### config.mk
export PLATFORM = sky130hd
export DESIGN_NAME = esp_serial_port
export DESIGN_NICKNAME = d
export VERILOG_FILES = /design/src/esp_pkg.sv /design/src/esp_serial_port.sv
export SDC_FILE = /design/constraint.sdc
export NUM_CORES = 1
export LEC_CHECK = 0
export BUFFER_PORTS_ARGS = -buffer_cell sky130_fd_sc_hd__buf_4
export CAP_MARGIN = 20
export CORE_MARGIN = 5
export CORE_UTILIZATION = 30
export DETAILED_ROUTE_END_ITERATION = 16
export SLEW_MARGIN = 25
export SYNTH_ARGS = -nofsm -noshare
export SYNTH_HDL_FRONTEND = slang
export SYNTH_SLANG_ARGS = --single-unit
### constraint.sdc
create_clock -name sys_clk_i -period 3.05 [get_ports sys_clk_i]
set_input_delay 0.1525 -clock sys_clk_i [delete_from_list [all_inputs] [get_ports sys_clk_i]]
set_output_delay 0.1525 -clock sys_clk_i [all_outputs]
set_load 0.02 [all_outputs]
### src/esp_pkg.sv
// Constants shared by the serial port design
package esp_pkg;
   // Register indices; byte address is four times the index
   localparam logic [4:0] IDX_CTRL1 = 5'h10;
   localparam logic [4:0] IDX_MASK  = 5'h11;
   localparam logic [4:0] IDX_CTRL3 = 5'h12;
   localparam logic [4:0] IDX_STAT1 = 5'h13;
   localparam logic [4:0] IDX_STAT2 = 5'h14;
   localparam logic [4:0] IDX_DATA  = 5'h15;
   localparam logic [4:0] IDX_BAUD  = 5'h16;
   localparam logic [4:0] IDX_PRESC = 5'h17;
   // Control one fields
   localparam int C1_INV = 0;
   localparam int C1_M   = 1;
   localparam int C1_TE  = 2;
   localparam int C1_RE  = 3;
   localparam int C1_SBK = 4;
   // Status one and mask fields
   localparam int S_TXE = 0;
   localparam int S_TC  = 1;
   localparam int S_RXF = 2;
   localparam int S_FE  = 3;
   localparam int S_BRK = 4;
   localparam int S_OVR = 5;
   // Other fields
   localparam int C3_R8  = 0;
   localparam int C3_T8  = 1;
   localparam int S2_RPF = 0;
   localparam int B_LIN_BREAK_TRANSMIT_ENABLE = 6;
   // Reset values
   localparam logic [7:0] RST_CTRL1 = 8'h00;
   localparam logic [5:0] RST_MASK  = 6'h00;
   localparam logic [7:0] RST_BAUD  = 8'h00;
   localparam logic [7:0] RST_PRESC = 8'h00;
   // Timing counts in sampling ticks and bits
   localparam logic [3:0] RT_LAST  = 4'hF;
   localparam logic [3:0] RT_MID   = 4'h7;
   localparam logic [3:0] BITS8    = 4'hA;
   localparam logic [3:0] BITS9    = 4'hB;
   localparam logic [3:0] BITS_LIN = 4'hD;
   localparam logic [7:0] IDLE8    = 8'h9F;
   localparam logic [7:0] IDLE9    = 8'hAF;
   typedef enum logic [1:0] {TX_IDLE, TX_DATA, TX_PRE, TX_BRK} esp_tx_e;
   typedef enum logic [1:0] {RX_IDLE, RX_START, RX_DATA} esp_rx_e;
endpackage : esp_pkg

### src/esp_serial_port.sv
// Enhanced asynchronous serial port with Avalon-MM register access
`timescale 1ns/100ps
module esp_serial_port
   import esp_pkg::*;
(
   input  wire logic        sys_clk_i,
   input  wire logic        rst_b_i,
   input  wire logic [6:0]  avs_address_i,
   input  wire logic        avs_read_i,
   input  wire logic        avs_write_i,
   input  wire logic [31:0] avs_writedata_i,
   input  wire logic [3:0]  avs_byteenable_i,
   output logic      [31:0] avs_readdata_o,
   output logic             avs_waitrequest_o,
   input  wire logic        rxd_i,
   output logic             txd_o,
   output logic             irq_o
);

   logic [7:0]  ctrl1_q;
   logic [5:0]  mask_q;
   logic        t8_q;
   logic        r8_q;
   logic [5:0]  stat_q;
   logic        rpf_q;
   logic [7:0]  baud_q;
   logic [7:0]  presc_q;
   logic [7:0]  txbuf_q;
   logic        txfull_q;
   logic [7:0]  rxbuf_q;
   logic        wait_q;
   logic [13:0] div_q;
   logic        tick, req, wr_go;
   logic [4:0]  idx;
   logic [7:0]  wd;
   logic        char9, te, inv;
   esp_tx_e     tx_state_q;
   logic [12:0] tx_sh_q;
   logic [3:0]  tx_rt_q;
   logic [3:0]  tx_left_q;
   logic        te_q, idle_pend_q, tc_prev_q;
   logic        line, start_ok, load_data;
   logic        start_brk, start_pre, tx_done, tc_cond;
   esp_rx_e     rx_state_q;
   logic [3:0]  rx_rt_q;
   logic [3:0]  rx_n_q;
   logic [9:0]  rx_sh_q;
   logic [7:0]  idle_cnt_q;
   logic        rx_done, rx_brk, rx_fe;
   logic [5:0]  ev;
   logic [5:0]  w1c;

   assign req   = avs_read_i | avs_write_i;
   assign idx   = avs_address_i[6:2];
   assign wd    = avs_writedata_i[7:0];
   assign wr_go = avs_write_i & ~wait_q & avs_byteenable_i[0];
   assign char9 = ctrl1_q[C1_M];
   assign te    = ctrl1_q[C1_TE];
   assign inv   = ctrl1_q[C1_INV];

   // Bus handshake: request waits one cycle, taken when waitrequest low
   always_ff @(posedge sys_clk_i or negedge rst_b_i) begin
      if (!rst_b_i) begin
         wait_q <= 1'b1;
      end else begin
         wait_q <= ~(req & wait_q);
      end
   end

   // Read data prepared while waitrequest is high
   always_ff @(posedge sys_clk_i or negedge rst_b_i) begin
      if (!rst_b_i) begin
         avs_readdata_o <= 32'h0;
      end else if (avs_read_i & wait_q) begin
         avs_readdata_o <= 32'h0;
         unique case (idx)
            IDX_CTRL1: avs_readdata_o[7:0] <= ctrl1_q;
            IDX_MASK:  avs_readdata_o[5:0] <= mask_q;
            IDX_CTRL3: avs_readdata_o[1:0] <= {t8_q, r8_q};
            IDX_STAT1: avs_readdata_o[5:0] <= stat_q;
            IDX_STAT2: avs_readdata_o[0]   <= rpf_q;
            IDX_DATA:  avs_readdata_o[7:0] <= rxbuf_q;
            IDX_BAUD:  avs_readdata_o[7:0] <= baud_q;
            IDX_PRESC: avs_readdata_o[7:0] <= presc_q;
            default:   avs_readdata_o <= 32'h0;
         endcase
      end
   end

   assign avs_waitrequest_o = wait_q;

   // Control registers written by software
   always_ff @(posedge sys_clk_i or negedge rst_b_i) begin
      if (!rst_b_i) begin
         ctrl1_q <= RST_CTRL1;
         mask_q  <= RST_MASK;
         t8_q    <= 1'b0;
         presc_q <= RST_PRESC;
         baud_q  <= RST_BAUD;
      end else if (wr_go) begin
         if (idx == IDX_CTRL1) ctrl1_q <= wd;
         if (idx == IDX_MASK) mask_q <= wd[5:0];
         if (idx == IDX_CTRL3) t8_q <= wd[C3_T8];
         if (idx == IDX_PRESC) presc_q <= wd;
         if (idx == IDX_BAUD) baud_q <= wd;
      end
   end

   assign tick = (div_q >= {presc_q, baud_q[5:0]});

   always_ff @(posedge sys_clk_i or negedge rst_b_i) begin
      if (!rst_b_i) begin
         div_q <= 14'h0;
      end else begin
         div_q <= tick ? 14'h0 : div_q + 14'h1;
      end
   end

   always_ff @(posedge sys_clk_i) begin
      if (wr_go && idx == IDX_DATA) txbuf_q <= wd;
   end

   // Transmit buffer full; a new write wins over the handover
   always_ff @(posedge sys_clk_i or negedge rst_b_i) begin
      if (!rst_b_i) begin
         txfull_q <= 1'b0;
      end else if (wr_go && idx == IDX_DATA) begin
         txfull_q <= 1'b1;
      end else if (load_data) begin
         txfull_q <= 1'b0;
      end
   end

   // Next character chosen only between characters
   assign start_ok  = (tx_state_q == TX_IDLE) & tick & te;
   assign start_brk = start_ok & ctrl1_q[C1_SBK];
   assign start_pre = start_ok & ~ctrl1_q[C1_SBK] & idle_pend_q;
   assign load_data = start_ok & ~ctrl1_q[C1_SBK] & ~idle_pend_q
                      & txfull_q;
   assign tx_done   = (tx_state_q != TX_IDLE) & tick
                      & (tx_rt_q == RT_LAST) & (tx_left_q == 4'h1);

   // Transmit shifter
   always_ff @(posedge sys_clk_i or negedge rst_b_i) begin
      if (!rst_b_i) begin
         tx_state_q <= TX_IDLE;
         tx_sh_q    <= 13'h1FFF;
         tx_rt_q    <= 4'h0;
         tx_left_q  <= 4'h0;
      end else begin
         unique case (tx_state_q)
            TX_IDLE: begin
               tx_rt_q <= 4'h0;
               tx_left_q <= char9 ? BITS9 : BITS8;
               if (start_brk) begin
                  tx_state_q <= TX_BRK;
                  tx_sh_q    <= 13'h0;
                  if (baud_q[B_LIN_BREAK_TRANSMIT_ENABLE]) tx_left_q <= BITS_LIN;
               end else if (start_pre) begin
                  tx_state_q <= TX_PRE;
                  tx_sh_q    <= 13'h1FFF;
               end else if (load_data) begin
                  // start, data LSB first, ninth, stop
                  tx_state_q <= TX_DATA;
                  tx_sh_q <= {3'b111, char9 ? t8_q : 1'b1, txbuf_q, 1'b0};
               end
            end
            default: begin
               // character always runs to its end
               if (tick) begin
                  tx_rt_q <= tx_rt_q + 4'h1;
                  if (tx_rt_q == RT_LAST) begin
                     tx_sh_q   <= {1'b1, tx_sh_q[12:1]};
                     tx_left_q <= tx_left_q - 4'h1;
                     if (tx_done) tx_state_q <= TX_IDLE;
                  end
               end
            end
         endcase
      end
   end

   // Preamble queued on every enable rising edge
   always_ff @(posedge sys_clk_i or negedge rst_b_i) begin
      if (!rst_b_i) begin
         te_q        <= 1'b0;
         idle_pend_q <= 1'b0;
      end else begin
         te_q <= te;
         if (te & ~te_q) begin
            idle_pend_q <= 1'b1;
         end else if (start_pre) begin
            idle_pend_q <= 1'b0;
         end
      end
   end

   assign line = (tx_state_q == TX_IDLE) ? 1'b1 : tx_sh_q[0];

   always_ff @(posedge sys_clk_i or negedge rst_b_i) begin
      if (!rst_b_i) begin
         txd_o <= 1'b1;
      end else begin
         txd_o <= line ^ inv;
      end
   end

   // complete when nothing left and nothing generated
   assign tc_cond = (tx_state_q == TX_IDLE) & ~txfull_q & ~idle_pend_q
                    & ~ctrl1_q[C1_SBK];

   always_ff @(posedge sys_clk_i or negedge rst_b_i) begin
      if (!rst_b_i) begin
         tc_prev_q <= 1'b1;
      end else begin
         tc_prev_q <= tc_cond;
      end
   end

   // Receiver, sixteen samples per bit
   always_ff @(posedge sys_clk_i or negedge rst_b_i) begin
      if (!rst_b_i) begin
         rx_state_q <= RX_IDLE;
         rx_rt_q    <= 4'h0;
         rx_n_q     <= 4'h0;
         rx_sh_q    <= 10'h0;
         idle_cnt_q <= 8'h0;
         rpf_q      <= 1'b0;
      end else if (tick) begin
         unique case (rx_state_q)
            RX_IDLE: begin
               if (ctrl1_q[C1_RE] && !rxd_i) begin
                  rx_state_q <= RX_START;
                  rx_rt_q    <= 4'h1;
                  idle_cnt_q <= 8'h0;
                  rpf_q      <= 1'b1;
               end else if (rxd_i) begin
                  if (idle_cnt_q == (char9 ? IDLE9 : IDLE8)) begin
                     rpf_q <= 1'b0;
                  end else begin
                     idle_cnt_q <= idle_cnt_q + 8'h1;
                  end
               end else begin
                  idle_cnt_q <= 8'h0;
               end
            end
            RX_START: begin
               rx_rt_q <= rx_rt_q + 4'h1;
               rx_n_q  <= 4'h0;
               if (rx_rt_q == RT_MID && rxd_i) begin
                  rx_state_q <= RX_IDLE;
                  rpf_q      <= 1'b0;
               end else if (rx_rt_q == RT_LAST) begin
                  rx_state_q <= RX_DATA;
               end
            end
            default: begin
               rx_rt_q <= rx_rt_q + 4'h1;
               if (rx_rt_q == RT_MID) begin
                  rx_sh_q[rx_n_q] <= rxd_i;
                  rx_n_q <= rx_n_q + 4'h1;
                  if (rx_done) rx_state_q <= RX_IDLE;
               end
            end
         endcase
      end
   end

   assign rx_done = tick & (rx_state_q == RX_DATA) & (rx_rt_q == RT_MID)
                    & (rx_n_q == (char9 ? 4'h9 : 4'h8));
   assign rx_fe   = rx_done & ~rxd_i;
   assign rx_brk  = rx_fe & ~|(rx_sh_q[8:0] & {char9, 8'hFF});

   always_ff @(posedge sys_clk_i) begin
      if (rx_done) rxbuf_q <= rx_brk ? 8'h00 : rx_sh_q[7:0];
   end

   // ninth bit or copy of bit 7
   always_ff @(posedge sys_clk_i or negedge rst_b_i) begin
      if (!rst_b_i) begin
         r8_q <= 1'b0;
      end else if (rx_done) begin
         r8_q <= rx_brk ? 1'b0 : (char9 ? rx_sh_q[8] : rx_sh_q[7]);
      end
   end

   // Sticky events, set wins over write-one-to-clear
   always_comb begin
      ev        = 6'h0;
      ev[S_TXE] = load_data;
      ev[S_TC]  = tc_cond & ~tc_prev_q;
      ev[S_RXF] = rx_done;
      ev[S_FE]  = rx_fe;
      ev[S_BRK] = rx_brk;
      ev[S_OVR] = rx_done & stat_q[S_RXF];
   end

   assign w1c = (wr_go && idx == IDX_STAT1) ? wd[5:0] : 6'h0;

   always_ff @(posedge sys_clk_i or negedge rst_b_i) begin
      if (!rst_b_i) begin
         stat_q <= 6'h0;
      end else begin
         stat_q <= (stat_q & ~w1c) | ev;
      end
   end

   // enabled flags only; progress flag excluded
   always_ff @(posedge sys_clk_i or negedge rst_b_i) begin
      if (!rst_b_i) begin
         irq_o <= 1'b0;
      end else begin
         irq_o <= |(stat_q & mask_q);
      end
   end
endmodule : esp_serial_port

==> flow_summary.json <==
{
  "layout_commonest_cell": "dfrtp_1",
  "dr.pass1.iters": 4,
  "cts-buffers-inserted": 17,
  "ios": 83,
  "crit_required_ns": 3.40,
  "clkLatencyLatePin_ns": 0.42,
  "place_congestion": 0.826,
  "synth_ff_type": "dfrtp_1",
  "worst-setup-path-type": "reg2reg",
  "fin_nets": 808,
  "crit_chain": "ha_1, a21oi_2, o21ai_2, a2111o_1, buf_4, o21ai_2, buf_4, nor3_1, a211o_1",
  "grt.total_usage_pct": 12.8,
  "reg2reg_depth": 9,
  "numClockSinks": 134,
  "dp_hpwl_mm": 11.5,
  "min_to": "idle_cnt_q[1]$_DFFE_PN0P_",
  "max_freq_mhz": 391,
  "cts_buffer_depth": 2,
  "syn_area_per_cell_um2": 10.1,
  "grt_pass1_wl_mm": 26.9,
  "instances_no_fill": 1068,
  "start_kind": "flip-flop",
  "area_growth_syn_to_layout_pct": 17.4,
  "htree_levels": 4,
  "hold_viol_final": 0,
  "rsz0062_at_grt": "no",
  "die_h_um": 164,
  "wl_met2_mm": 7.85,
  "powerDensity_mw_per_mm2": 534,
  "die_area_mm2": 0.0268,
  "wire_per_inst_um": 15.4,
  "syn_area_mm2": 0.00708,
  "num_vias": 5258,
  "grt_pass1_vias": 5063,
  "antenna_found_initial": 0,
  "ys_ff_latch": 134,
  "grt-ovfl-total": 0,
  "dp_slack_ns": 0.481,
  "setup_tns_ns": 0,
  "synth_enable_flop_cells": 16,
  "r2r-end": "tx_sh_q[2]$_DFFE_PN1P_",
  "hold-path-cell-count": 3,
  "leakagePower_uw": 0.00365,
  "path_max_fanout": 26,
  "slew_headroom_pct": 40.6,
  "wl_met1_mm": 7.75,
  "core_mm2": 0.0233,
  "hold_path_class": "in2reg",
  "final_cell_mix": "dfrtp_1, nand2_1, o21ai_0",
  "crit_arrival_ns": 2.91,
  "routed.top_layer": "met4",
  "numPortBuffers": 29,
  "setup_viol": 0,
  "ir_worst_vdd_mv": 0.346,
  "fin_area_mm2": 0.00832,
  "clkTransAtPathRegs_ns": 0.06,
  "status": "finished clean",
  "setup_ws_ns": 0.494,
  "min_period_ns": 2.56,
  "worstMarginPinSlew_ns": 0.888,
  "ys_warn_count": 0,
  "timing.hold.ws_ns": 0.0905,
  "n_antenna_cell": 0,
  "dp_cells": 1025,
  "skew_ns": 0.0155,
  "start_util_pct": 30.4,
  "drc": 0,
  "cts_tree": "yes",
  "viasPerCell": 4.92,
  "hp-start": "rxd_i",
  "drtIter0Drc": 340,
  "ys_types": 66,
  "die_x_um": 164,
  "netlist_instances": 699,
  "worstReg2RegStart": "div_q[7]$_DFF_PN0_",
  "dpl-instance-area_mm2": 0.00760,
  "drv_cap": 0,
  "ys_async_sr_fraction_pct": 88.1,
  "fp-row-count": 56,
  "routed_wl_mm": 16.5,
  "cpMaxStageDelayCell": "a2111o_1",
  "met3_length_um": 651,
  "drive_gt1_share_pct": 19.2,
  "period_share_pct": 83.8,
  "synth-seq-area-share_pct": 48.8,
  "slew_viol_final": 0,
  "reg2reg_slack_ns": 0.49,
  "grt_max_degree": 79,
  "drtAntennaViolNets": 0,
  "max_stage_delay_ns": 0.48,
  "root_buffer": "clkbuf_16",
  "end_kind": "flip-flop"
}
per-layer routing:
metal,vias to the layer above,track usage (%)
met5,-,0
met4,0,3.89
met3,17,3.56
met2,97,20.1
met1,2613,17.3
li1,2531,-
registers in the layout, summed over array words and instances, names as in the netlist, 8 cells and up:
| signal | flops |
|---|---|
| tx_sh_q | 13 |
| rxbuf_q | 8 |
| rx_sh_q | 9 |
| ctrl1_q | 8 |
| div_q | 14 |
| presc_q | 8 |
| idle_cnt_q | 8 |
| baud_q | 8 |
| avs_readdata_o | 8 |
| txbuf_q | 8 |
stage by stage:
stage          total power, uW  util (%)
2_1_floorplan             2200         -
6_report                  4440      35.6
3_5_place_dp              2350      32.6
4_1_cts                   4480      35.6
3_3_place_gp              2340      32.6
5_1_grt                   4620      35.6
synthesized netlist by cell type (4+ instances only):
cell / count / share of area, %
a211o_1: 10 / 1.2
a21o_1: 4 / 0.42
a21oi_1: 27 / 1.9
a22o_1: 9 / 1.1
a22oi_1: 14 / 1.5
a31oi_1: 4 / 0.35
and3_1: 10 / 0.88
buf_2: 6 / 0.42
buf_4: 25 / 2.7
clkbuf_1: 28 / 1.5
dfrtp_1: 102 / 36
dfstp_2: 16 / 5.9
edfxtp_1: 16 / 6.8
ha_1: 24 / 4.2
inv_1: 26 / 1.4
mux2_1: 5 / 0.79
mux2_2: 30 / 4.8
mux2i_1: 5 / 0.71
nand2_1: 75 / 4.0
nand2b_1: 11 / 0.97
nand3_1: 25 / 1.8
nand4_1: 7 / 0.62
nor2_1: 52 / 2.8
nor2b_1: 5 / 0.44
nor3_1: 11 / 0.78
nor4_1: 5 / 0.44
nor4_2: 5 / 0.88
nor4b_1: 5 / 0.62
o21ai_0: 54 / 3.8
o22ai_1: 6 / 0.53
xnor2_1: 9 / 1.1
xor2_1: 11 / 1.4
what timing repair did:
action                    4_1_cts  5_1_grt
resized for setup               0        0
setup buffers                   0        0
hold endpoints to repair       36        0
hold buffers                   11        0
logic make-up after synthesis:
| kind of cell | synth area share [%] |
|---|---|
| simple gates | 16.2 |
| compound gates | 15.7 |
| other cells | 0.0530 |
| xor+xnor | 2.47 |
| flops | 48.8 |
| buf+inv | 6.31 |
| fa+ha+maj | 4.24 |
| mux | 6.27 |
where the power goes:
part | switching (uW) | internal, uW
Combinational | 237 | 145
Clock | 821 | 1290
Sequential | 58.1 | 1890
critical path, delay by kind of cell, from the launching register on:
| family | cells | cell delay, ns |
|---|---|---|
| buf+inv | 2 | 0.48 |
| simple gates | 1 | 0.10 |
| fa+ha+maj | 1 | 0.34 |
| compound gates | 5 | 1.12 |
| flops | 1 | 0.43 |
worst max path at each step:
stage / startpoint / end / slack (ns)
2_1_floorplan: div_q[12]$_DFF_PN0_ / r8_q$_DFFE_PN0N_ / 0.46
3_3_place_gp: div_q[12]$_DFF_PN0_ / rxbuf_q[2]$_SDFFCE_PP0N_ / 0.49
3_5_place_dp: div_q[12]$_DFF_PN0_ / rxbuf_q[2]$_SDFFCE_PP0N_ / 0.48
4_1_cts: presc_q[7]$_DFFE_PN0P_ / rxbuf_q[2]$_SDFFCE_PP0N_ / 0.46
5_1_grt: presc_q[7]$_DFFE_PN0P_ / rxbuf_q[2]$_SDFFCE_PP0N_ / 0.33
6_report: div_q[7]$_DFF_PN0_ / tx_sh_q[2]$_DFFE_PN1P_ / 0.49
area by class of cell:
class	instances	area (um2)
clock buffers	18	429
clock inverters	14	175
fillers	2342	15000
multi-input cells	500	3270
flip-flops and latches	134	3450
repair buffers	57	493
inverters	26	97.6
well taps	319	399
(Power assumes the default switching activity.)
